[src/design/rcbp_map.svh]
// Constants for the registered command buffer: widths, bit masks, resets.
// Assumes inclusion by bare name from the package and design modules.
`ifndef RCBP_MAP_SVH
`define RCBP_MAP_SVH

// Buffered word width, bit 0 standing for input position 1
`define RCBP_WIDTH 28
// Active positions with the configuration pin low: 1-5, 7, 9-12, 17-28
`define RCBP_MASK_A 28'hFFF0F5F
// Active positions with the configuration pin high: 1-12, 17-20, 22, 24-28
`define RCBP_MASK_B 28'hFAF0FFF
// Reset values
`define RCBP_WORD_RST 28'h0000000
`define RCBP_BIT_LOW 1'h0
`define RCBP_FAIL_N_RST 1'h1

`endif

[src/design/rcbp_pkg.sv]
// Types shared by the registered command buffer modules.
// Assumes rcbp_map.svh is on the include path.
`include "rcbp_map.svh"

package rcbp_pkg;
  typedef logic [`RCBP_WIDTH-1:0] rcbp_word_t;
  // Parity error output state: clear, first low cycle, later low cycles
  typedef enum logic [1:0] {
    RCBP_ERR_CLEAR = 2'b00,
    RCBP_ERR_LOW1 = 2'b01,
    RCBP_ERR_LOW2 = 2'b10
  } rcbp_err_state_t;
endpackage

[src/design/rcbp_par_if.sv]
// Link between the buffer datapath and its parity checker.
// Assumes both ends run on the same clock and reset.
interface rcbp_par_if;
  logic word_par;   // Parity of the word registered at the last capture
  logic word_valid; // A capture took place at the last edge
  logic parity_bit; // Parity input as presented now
  logic sel_idle;   // Both rank selects high at this edge
  logic fail_n;     // Registered parity error, active low
  modport datapath (output word_par, output word_valid, output parity_bit,
    output sel_idle, input fail_n);
  modport checker_end (input word_par, input word_valid, input parity_bit,
    input sel_idle, output fail_n);
endinterface

[src/design/rcbp_parity.sv]
// Parity checker: pairs a captured word with the parity bit of the next
// edge and drives the latched, active-low error result.
// Assumes the datapath registers word parity and valid at capture.
`include "rcbp_map.svh"

module rcbp_parity (
  // Clock and reset
  input wire logic clock_in,
  input wire logic rst_in,
  // Datapath link
  rcbp_par_if.checker_end par
);

  logic err_reg;
  logic err_next;
  rcbp_pkg::rcbp_err_state_t state_reg;
  rcbp_pkg::rcbp_err_state_t state_next;
  logic fail_n_reg;
  logic fail_n_next;

  ////////////////////////////////////////////////////////////////////////////
  // Next values: edge n+1 compares, edge n+2 drives the result
  always_comb begin
    // Even parity over the active word and the late parity bit
    err_next = par.word_valid & (par.word_par ^ par.parity_bit);
    state_next = state_reg;
    if (!par.sel_idle) begin
      unique case (state_reg)
        rcbp_pkg::RCBP_ERR_CLEAR: if (err_reg) state_next = rcbp_pkg::RCBP_ERR_LOW1;
        rcbp_pkg::RCBP_ERR_LOW1: state_next = rcbp_pkg::RCBP_ERR_LOW2;
        rcbp_pkg::RCBP_ERR_LOW2: begin
          // Back-to-back errors keep the output low for their duration
          state_next = err_reg ? rcbp_pkg::RCBP_ERR_LOW2 : rcbp_pkg::RCBP_ERR_CLEAR;
        end
        default: state_next = rcbp_pkg::RCBP_ERR_CLEAR;
      endcase
    end
    fail_n_next = (state_next == rcbp_pkg::RCBP_ERR_CLEAR);
  end

  // Registers; reset holds the error output high
  always_ff @(posedge clock_in or posedge rst_in) begin
    if (rst_in) begin
      err_reg <= `RCBP_BIT_LOW;
      state_reg <= rcbp_pkg::RCBP_ERR_CLEAR;
      fail_n_reg <= `RCBP_FAIL_N_RST;
    end else begin
      err_reg <= err_next;
      state_reg <= state_next;
      fail_n_reg <= fail_n_next;
    end
  end

  assign par.fail_n = fail_n_reg;

  ////////////////////////////////////////////////////////////////////////////
  // Checks
  fail_min_low_a: assert property (@(posedge clock_in) disable iff (rst_in)
    $fell(fail_n_reg) |=> !fail_n_reg)
    else $error("parity error output released after one cycle");

  fail_gated_hold_a: assert property (@(posedge clock_in) disable iff (rst_in)
    par.sel_idle |=> $stable(fail_n_reg))
    else $error("parity error output changed while both selects high");

  fail_timing_a: assert property (@(posedge clock_in) disable iff (rst_in)
    (par.word_valid && (par.word_par != par.parity_bit)) ##1 !par.sel_idle
      |=> !fail_n_reg)
    else $error("parity mismatch not reported two edges after capture");

endmodule

[src/design/rcbp_top.sv]
// Registered command buffer with chip-select gating and delayed parity check.
// Assumes all inputs synchronous to clock_in, whose rising edge stands for
// the true clock rising; the complementary clock is sampled as an input.
`include "rcbp_map.svh"

module rcbp_top (
  // Clock and reset
  input wire logic clock_in,
  input wire logic rst_in,
  input wire logic clock_complement_in,
  // Static configuration and gating
  input wire logic config_select_in,
  input wire logic select_gating_enable_in,
  // Command inputs from the controller
  input wire logic [`RCBP_WIDTH-1:0] buffered_inputs_in,
  input wire logic rank_select0_in_n,
  input wire logic rank_select1_in_n,
  input wire logic termination_ctrl0_in,
  input wire logic termination_ctrl1_in,
  input wire logic clk_enable_ctrl0_in,
  input wire logic clk_enable_ctrl1_in,
  input wire logic parity_bit_in,
  // Registered outputs to the memory devices
  output logic [`RCBP_WIDTH-1:0] buffered_outputs_out,
  output logic rank_select0_out_n,
  output logic rank_select1_out_n,
  output logic termination_ctrl0_out,
  output logic termination_ctrl1_out,
  output logic clk_enable_ctrl0_out,
  output logic clk_enable_ctrl1_out,
  // Parity error, active low
  output logic parity_fail_n_out
);

  rcbp_pkg::rcbp_word_t mask;
  rcbp_pkg::rcbp_word_t word_reg;
  rcbp_pkg::rcbp_word_t word_next;
  logic sel0_n_reg;
  logic sel0_n_next;
  logic sel1_n_reg;
  logic sel1_n_next;
  logic [1:0] term_reg;
  logic [1:0] term_next;
  logic [1:0] cke_reg;
  logic [1:0] cke_next;
  logic par_reg;
  logic par_next;
  logic valid_reg;
  logic valid_next;
  logic crossing;
  logic sel_idle;
  logic capture;

  rcbp_par_if par ();

  ////////////////////////////////////////////////////////////////////////////
  // Edge qualification and gating
  // The complement must be low at the true clock's rise; otherwise the edge
  // is no crossing: word, select and control registers hold, valid_reg clears.
  assign crossing = !clock_complement_in;
  assign sel_idle = rank_select0_in_n & rank_select1_in_n;
  // Gating only bites when enabled and both selects are high
  assign capture = crossing & !(select_gating_enable_in & sel_idle);

  // Active bit positions; the pin is meant to be strapped, not switched
  assign mask = config_select_in ? `RCBP_MASK_B : `RCBP_MASK_A;

  ////////////////////////////////////////////////////////////////////////////
  // Data word next value, one slice per bit position
  genvar i;
  generate
    for (i = 0; i < `RCBP_WIDTH; i = i + 1) begin : g_bit
      // Unused positions read low; suppressed capture keeps the old bit
      always_comb begin
        if (!mask[i]) begin
          word_next[i] = `RCBP_BIT_LOW;
        end else if (capture) begin
          word_next[i] = buffered_inputs_in[i];
        end else begin
          word_next[i] = word_reg[i];
        end
      end
    end
  endgenerate

  // Parity of the captured word; it stays with the word until the next one
  always_comb begin
    par_next = par_reg;
    valid_next = capture;
    if (capture) begin
      // Selects and control bits never enter this sum
      par_next = ^(buffered_inputs_in & mask);
    end
  end

  // Controls and selects follow every crossing, never gated
  always_comb begin
    sel0_n_next = sel0_n_reg;
    sel1_n_next = sel1_n_reg;
    term_next = term_reg;
    cke_next = cke_reg;
    if (crossing) begin
      sel0_n_next = rank_select0_in_n;
      sel1_n_next = rank_select1_in_n;
      term_next = {termination_ctrl1_in, termination_ctrl0_in};
      cke_next = {clk_enable_ctrl1_in, clk_enable_ctrl0_in};
    end
  end

  ////////////////////////////////////////////////////////////////////////////
  // Registers; asynchronous reset drives every output low at once, except parity_fail_n_out, which goes high
  always_ff @(posedge clock_in or posedge rst_in) begin
    if (rst_in) begin
      word_reg <= `RCBP_WORD_RST;
      sel0_n_reg <= `RCBP_BIT_LOW;
      sel1_n_reg <= `RCBP_BIT_LOW;
      term_reg <= {2{`RCBP_BIT_LOW}};
      cke_reg <= {2{`RCBP_BIT_LOW}};
      par_reg <= `RCBP_BIT_LOW;
      valid_reg <= `RCBP_BIT_LOW;
    end else begin
      word_reg <= word_next;
      sel0_n_reg <= sel0_n_next;
      sel1_n_reg <= sel1_n_next;
      term_reg <= term_next;
      cke_reg <= cke_next;
      par_reg <= par_next;
      valid_reg <= valid_next;
    end
  end

  ////////////////////////////////////////////////////////////////////////////
  // Parity checker; the controller sends parity one edge late
  assign par.word_par = par_reg;
  assign par.word_valid = valid_reg;
  assign par.parity_bit = parity_bit_in;
  assign par.sel_idle = sel_idle;

  rcbp_parity u_parity (
    .clock_in(clock_in),
    .rst_in(rst_in),
    .par(par.checker_end)
  );

  ////////////////////////////////////////////////////////////////////////////
  // Outputs, each straight from a flip-flop
  assign buffered_outputs_out = word_reg;
  assign rank_select0_out_n = sel0_n_reg;
  assign rank_select1_out_n = sel1_n_reg;
  assign termination_ctrl0_out = term_reg[0];
  assign termination_ctrl1_out = term_reg[1];
  assign clk_enable_ctrl0_out = cke_reg[0];
  assign clk_enable_ctrl1_out = cke_reg[1];
  assign parity_fail_n_out = par.fail_n;

  ////////////////////////////////////////////////////////////////////////////
  // Checks
  data_capture_a: assert property (@(posedge clock_in) disable iff (rst_in)
    (crossing && !sel_idle) |=> buffered_outputs_out == $past(buffered_inputs_in & mask))
    else $error("data not captured at a crossing with a select low");

  gated_hold_a: assert property (@(posedge clock_in) disable iff (rst_in)
    (select_gating_enable_in && sel_idle) |=> $stable(buffered_outputs_out))
    else $error("data outputs changed while gated");

  ungated_capture_a: assert property (@(posedge clock_in) disable iff (rst_in)
    (crossing && !select_gating_enable_in)
      |=> buffered_outputs_out == $past(buffered_inputs_in & mask))
    else $error("data not redriven with gating disabled");

  ctrl_redrive_a: assert property (@(posedge clock_in) disable iff (rst_in)
    crossing |=> {termination_ctrl1_out, termination_ctrl0_out, clk_enable_ctrl1_out,
      clk_enable_ctrl0_out, rank_select1_out_n, rank_select0_out_n}
      == $past({termination_ctrl1_in, termination_ctrl0_in, clk_enable_ctrl1_in,
      clk_enable_ctrl0_in, rank_select1_in_n, rank_select0_in_n}))
    else $error("control outputs not redriven at a crossing");

  unused_low_a: assert property (@(posedge clock_in) disable iff (rst_in)
    $stable(config_select_in) |-> (buffered_outputs_out & ~mask) == `RCBP_WORD_RST)
    else $error("inactive data position driven high");

  reset_state_a: assert property (@(posedge clock_in)
    rst_in |-> (buffered_outputs_out == `RCBP_WORD_RST) && parity_fail_n_out
      && !rank_select0_out_n && !rank_select1_out_n && !termination_ctrl0_out)
    else $error("outputs not at reset values during reset");

  reset_ctrl_low_a: assert property (@(posedge clock_in)
    rst_in |-> !termination_ctrl1_out && !clk_enable_ctrl0_out && !clk_enable_ctrl1_out)
    else $error("control outputs not low during reset");

  reset_internal_a: assert property (@(posedge clock_in)
    rst_in |-> !valid_reg && !par_reg)
    else $error("internal parity state not cleared during reset");

  no_crossing_hold_a: assert property (@(posedge clock_in) disable iff (rst_in)
    !crossing |=> $stable({buffered_outputs_out, rank_select1_out_n, rank_select0_out_n,
      termination_ctrl1_out, termination_ctrl0_out, clk_enable_ctrl1_out,
      clk_enable_ctrl0_out}))
    else $error("outputs changed at an edge that was no crossing");

  word_parity_a: assert property (@(posedge clock_in) disable iff (rst_in)
    capture |=> par_reg == $past(^(buffered_inputs_in & mask)))
    else $error("parity of the captured word is wrong");

endmodule

[config.mk]
export PLATFORM = sky130hd
export DESIGN_NAME = rcbp_top
export DESIGN_NICKNAME = d
export VERILOG_FILES = /design/src/design/rcbp_pkg.sv /design/src/design/rcbp_par_if.sv /design/src/design/rcbp_parity.sv /design/src/design/rcbp_top.sv
export VERILOG_INCLUDE_DIRS = /design/src /design/src/design
export SDC_FILE = /design/constraint.sdc
export NUM_CORES = 1
export LEC_CHECK = 0
export CAP_MARGIN = 20
export CELL_PAD_IN_SITES_DETAIL_PLACEMENT = 1
export CELL_PAD_IN_SITES_GLOBAL_PLACEMENT = 2
export CORE_ASPECT_RATIO = 0.7
export CORE_MARGIN = 5
export CORE_UTILIZATION = 41
export DETAILED_ROUTE_END_ITERATION = 6
export DONT_BUFFER_PORTS = 1
export GPL_ROUTABILITY_DRIVEN = 0
export PLACE_DENSITY = 0.82
export REMOVE_ABC_BUFFERS = 1
export SYNTH_ARGS = -nofsm -noshare
export SYNTH_HDL_FRONTEND = slang
export SYNTH_SLANG_ARGS = --single-unit
export TNS_END_PERCENT = 50
[constraint.sdc]
create_clock -name clock_in -period 1.8 [get_ports clock_in]
set_input_delay 0.18 -clock clock_in [delete_from_list [all_inputs] [get_ports clock_in]]
set_output_delay 0.18 -clock clock_in [all_outputs]
set_load 0.05 [all_outputs]
# Word level (Yosys, flattened, before mapping)
# Index checks and enable logic that the tools add are counted.
totals:
  rom_bits: 0
  latch_bits: 0
  mem_bits_rw: 0
  reg_bits: 40
  inputBits: 40
  n_memories: 0
op_classes:
  reduce_logical: 5
  mux: 61
  multipliers: 0
  n_shift: 0
  bitwise_logic: 6
  magnitude_cmp: 0
  div: 0
  eq_ne: 30
  n_addsub: 0
op_table:
  columns: ["op", "n"]
  rows:
  - ["two-way mux 1 bit", 56]
  - ["inequality test 2 x 1 -> 1 bit (second input constant)", 28]
  - ["bitwise AND 28 bit", 1]
  - ["XOR reduction 28 bit", 1]
  - ["two-way mux 23 bit", 1]
  - ["two-way mux 2 bit", 3]
  - ["case mux 2 bit (3 select lines)", 1]
  - ["bitwise AND 1 bit", 4]
  - ["zero test 2 bit", 2]
  - ["== test 2 x 1 -> 1 bit (second input constant)", 1]
  - ["== test 2 bit (second input constant)", 1]
  - ["zero test 1 bit", 2]
  - ["XOR 1 bit", 1]

# Logic depth before layout (Yosys ltp)
logic_depth:
  word_depth: 6
  ltp_mapped: 5

# Hierarchy
# From an unflattened synthesis, not the netlist that was laid out.
unflattened:
  hier_cells: 116
  hier_area_um2: 1624.1
by_module_without_submodules:
  columns: ["mod", "instances", "cells_per_inst", "area_per_inst_um2"]
  rows:
  - ["rcbp_top", 1, 100, 1442.6]
  - ["rcbp_parity", 1, 16, 181.4]

# Worst setup path before layout
# Ideal clock, no wire load.
synth_path:
  path_kind: "input port to flip-flop"
  startpoint: "input rank_select0_in_n"
  endpoint: "register word_reg[16], in the netlist buffered_outputs_out[16]"
  path_slack_ns: 0.364
  path_buffers: 1
  setup_time_ns: 0.125
  t_arrival_ns: 1.311
  path_stages: 4
  cell_sequence: "and2_1 -> a21oi_2 -> buf_2 -> mux2_2"
synth_via:
  elab_chain_len: 5
synth_rtl:
  columns: ["element", "line", "text"]
  rows:
  - ["start, declared", "rcbp_top.sv:16", "input wire logic rank_select0_in_n,"]
  - ["bitwise AND 1 bit", "rcbp_top.sv:61", "assign sel_idle = rank_select0_in_n & rank_select1_in_n;"]
  - ["bitwise AND 1 bit", "rcbp_top.sv:63", "assign capture = crossing & !(select_gating_enable_in & sel_idle);"]
  - ["zero test 1 bit", "rcbp_top.sv:63", null]
  - ["bitwise AND 1 bit", "rcbp_top.sv:63", null]
  - ["via capture", "rcbp_top.sv:52", "logic capture;"]
  - ["inequality test 2 x 1 -> 1 bit (no source line)", null, null]
  - ["end signal, assigned", "rcbp_top.sv:114", "word_reg <= `RCBP_WORD_RST;"]
  - ["end signal, assigned", "rcbp_top.sv:122", "word_reg <= word_next;"]
  - ["end, declared", "rcbp_top.sv:36", "rcbp_pkg::rcbp_word_t word_reg;"]
# The timed path passes the listed nets, and every way through them passes these cells.
# A chain may end at the register's enable or synchronous reset.

# Worst setup path in the final report
layout_path:
  startpoint: "input buffered_inputs_in[21]"
  endpoint: "register par_reg, in the netlist par.word_par"
layout_via:
  elab_chain_len: 2
layout_rtl:
  columns: ["element", "line", "text"]
  rows:
  - ["start, declared", "rcbp_top.sv:15", "input wire logic [`RCBP_WIDTH-1:0] buffered_inputs_in,"]
  - ["bitwise AND 28 bit", "rcbp_top.sv:92", "par_next = ^(buffered_inputs_in & mask);"]
  - ["XOR reduction 28 bit", "rcbp_top.sv:92", null]
  - ["end signal, assigned", "rcbp_top.sv:119", "par_reg <= `RCBP_BIT_LOW;"]
  - ["end signal, assigned", "rcbp_top.sv:127", "par_reg <= par_next;"]
  - ["end, declared", "rcbp_top.sv:46", "logic par_reg;"]
# Every way passes these cells.

==> results.env <==
YOSYS-TOP-CELLS-AREA='sky130_fd_sc_hd__dfrtp_1 55%, sky130_fd_sc_hd__mux2_2 18%, sky130_fd_sc_hd__xnor2_1 8.8%'
TIMING.FMAX_MHz=852
FIRST_GLOBAL_VIAS=1019
CRITICAL_PATH_ARRIVAL_NS=1.34
AREA_GROWTH_PCT=15.0
DIE_WIDTH_UM=84.5
DETAIL_ROUTE.FIRST_PASS.ITERATIONS=2
DRTANTENNAVIOLNETS=0
CLOCK_TREE.ROOT_CELL='sky130_fd_sc_hd__clkbuf_8'
COMBINATIONAL_FAMILY_WITH_THE_MOST_AREA_AFTER_SYNTHESIS='multiplexers'
TYPE_OF_ORIGIN_OF_THE_CRITICAL_PATH='input port'
POST_SYNTH_MOST_FREQUENT_CELLS='35 x sky130_fd_sc_hd__dfrtp_1, 26 x sky130_fd_sc_hd__mux2_2, 16 x sky130_fd_sc_hd__xnor2_1, 5 x sky130_fd_sc_hd__mux2i_1, 5 x sky130_fd_sc_hd__xor2_1'
DRC=0
FINALMAXSLEWVIOLATIONS=0
SYNTH.MOST_COMMON_CELL='sky130_fd_sc_hd__dfrtp_1'
SLEW-LIMIT-HEADROOM=0.664
TRITONCTS.NUM_BUFFERS=5
REQUIRED_NS=1.97
FINALNETCOUNT=160
PLACEABLECOREAREA_SQ_UM=3830
DIEAREA_SQ_UM=5250
FLOORPLAN.IO_PINS=75
YOSYS.AREA.TOP_TYPE='sky130_fd_sc_hd__dfrtp_1'
YOSYS.AREA_SHARE.XOR_XNOR=0.130
PLACEMENTROWS=19
IO_BUFFERS=0
CTS.CLK_SLEW.WORST_PATHS_NS=0.07
FIN_TOTAL_PWR_mW=2.64
SYNTH_COMPOUND_GATE_AREA_SHARE=0.0141
TIMING_HOLD_VIOLATIONS_FINAL=0
IRDROPWORSTVDD_uV=531
ASYNC_FLOP_SHARE=1.00
SYNTH_CELLS=113
NUMBER_OF_ENABLE_FLIP_FLOP_CELLS_AFTER_SYNTHESIS=0
GRT.TOTAL_USAGE=0.131
FINALCRITICALPERIOD_NS=1.17
CTS_H_TREE_LVLS=2
DRT-WIRELENGTH-PER-CELL_UM=18.2
ROUTE.DETAILED.VIAS_PER_INST=4.91
SYNTH_SEQUENTIAL_AREA_RATIO=0.566
CAP_VIOLATIONS=0
GLOBAL_ROUTE.OVERFLOW_TOTAL=0
SIMPLE_GATE_FRACTION_OF_SYNTH_AREA=0.0338
DIE-HEIGHT_UM=62.2
POSTSYNTH.TOPFLOPCELL='sky130_fd_sc_hd__dfrtp_1'
MAPPEDNETLISTAREA_SQ_UM=1590
TOTALWIRELENGTH_MM=3.16
TIMING.CLOCK.SKEW_NS=0.00156
GRT_FIRST_PASS_WIRELENGTH_MM=5.38
CRITICAL_PATH.ENDPOINT_TYPE='flop'
CTS_BUFFER_DEPTH=2
YOSYS_WARNINGS=0
NETLIST.AREA_LEADER.SHARE=0.549
PLACE_HPWL_MM=2.46
TIGHTESTPINTRANSITION_NS=0.504
TOTALNEGATIVESETUPSLACK_NS=0
FINALSETUPVIOLCOUNT=0
POST_ROUTE_CELLS_DRIVE_ABOVE_1_SHARE=0.322
MUX_CELL_AREA_SHARE_AFTER_SYNTHESIS=0.224
PERIOD_SHARE=0.652
NUMBER_OF_FLIP_FLOPS_IN_THE_LARGEST_REGISTER=24
LEAKAGEPOWER_nW=0.789
GRT_MAX_DEGREE=37
TRITONCTS='yes'
INSERTEDDIODECOUNT=0
HOLD_PATH_CLASS='in -> reg'
SYNTH_AREA_PER_CELL_SQ_UM=14.1
SYNTH-ADDER-AREA-SHARE=0
RUN_STATUS='finished clean'
TRITONCTS_NUM_SINKS=36
DETAILROUTE.VIA_COUNT=850
POWER_DENSITY_nW_PER_UM2=1440
DRTITER0DRC=20
YS_TYPES=20
PATH_CLASS='in -> reg'
GRT_SETUP_UNREPAIRED='false'
CRIT_FANOUT=2
SYNTH_SEQ_CELLS=36
CLOCK_INSERTION_DELAY_WORST_SKEW_NS=0.28
INITIAL_UTILIZATION=0.416
GRT_ANTENNA_BEFORE_REPAIR=0
## cell families (layout without fill, tap and decap cells)
logic type,count (synthesis),in the layout
AOI/OAI and AO/OA,3,3
xor gates and xnor gates,22,22
other,1,4
and+or+nand+nor,11,11
buffers and inverters,8,13
muxes,32,32
DFF,36,36
## critical path: stages
cell and delay (ns):
sky130_fd_sc_hd__xor2_1 0.15, sky130_fd_sc_hd__xnor2_1 0.14, sky130_fd_sc_hd__xnor2_1 0.27, sky130_fd_sc_hd__xnor3_1 0.35
sky130_fd_sc_hd__mux2_4 0.26
## stage by stage
stage | hold slack (ns) | setup WS, ns | util | cell area [sq um] | std cells
floorplan | 0.246 | 0.0870 | - | 1560 | 109
global placement | 0.193 | 0.332 | 0.432 | 1650 | 163
detailed placement | 0.211 | 0.332 | 0.432 | 1650 | 163
CTS | 0.0304 | 0.630 | 0.479 | 1830 | 173
global route | 0.0243 | 0.594 | 0.479 | 1830 | 173
finish | 0.0422 | 0.626 | 0.479 | 1830 | 173
## where the power goes
part,internal (mW),leakage [nW],total [mW],switching [mW]
Combinational,0.211,0.279,0.361,0.149
Sequential,0.932,0.431,1.31,0.378
Clock,0.693,0.0784,0.974,0.281
Total,1.84,0.789,2.64,0.808
## routing by layer
metal	part of all wire	vias to the layer above	wire length, um	global-route usage
li1	-	385	-	-
met1	0.33	421	1040	0.131
met2	0.53	40	1690	0.229
met3	0.12	4	380	0.0687
met4	0.014	0	45	0.0474
met5	0	-	0	0
## layout make-up
| cell class | instances | area, sq um |
|---|---|---|
| clock buffer | 5 | 68.8 |
| clock inverter | 3 | 90.1 |
| timing repair buffer | 4 | 47.5 |
| fill | 390 | 1990 |
| inverter | 1 | 3.75 |
| sequential | 36 | 902 |
| tap | 52 | 65.1 |
| multi-input combinational | 72 | 656 |
## repair_timing
item | CTS | global route
setup buffers | 0 | 0
resized for setup | 0 | 0
hold buffers | 2 | 0
endpoints found under the hold margin | 37 | 0
## worst paths after layout
kind,end,from,cells past startpoint,slack (ns)
worst max-delay path,par.word_par,buffered_inputs_in[21],5,0.63
worst min-delay path,buffered_outputs_out[7],config_select_in,1,0.04
worst max register to register,buffered_outputs_out[23],buffered_outputs_out[23],1,0.76
worst min register to register,u_parity.err_reg,par.word_valid,1,0.48
max in group asynchronous,u_parity.par.fail_n,rst_in,3,1.02
min in group asynchronous,cke_reg[0],rst_in,3,0.44
## cells in the final DEF, fill, tap and decap left out, drive strengths merged, types with 3 or more instances in the layout
cell type	instances
clkbuf	5
xnor2	16
mux2	27
bufinv	3
nor2	4
dfrtp	35
nor2b	3
mux2i	5
xor2	5
conb	4
Note: power is estimated with default switching activity, not from simulation.
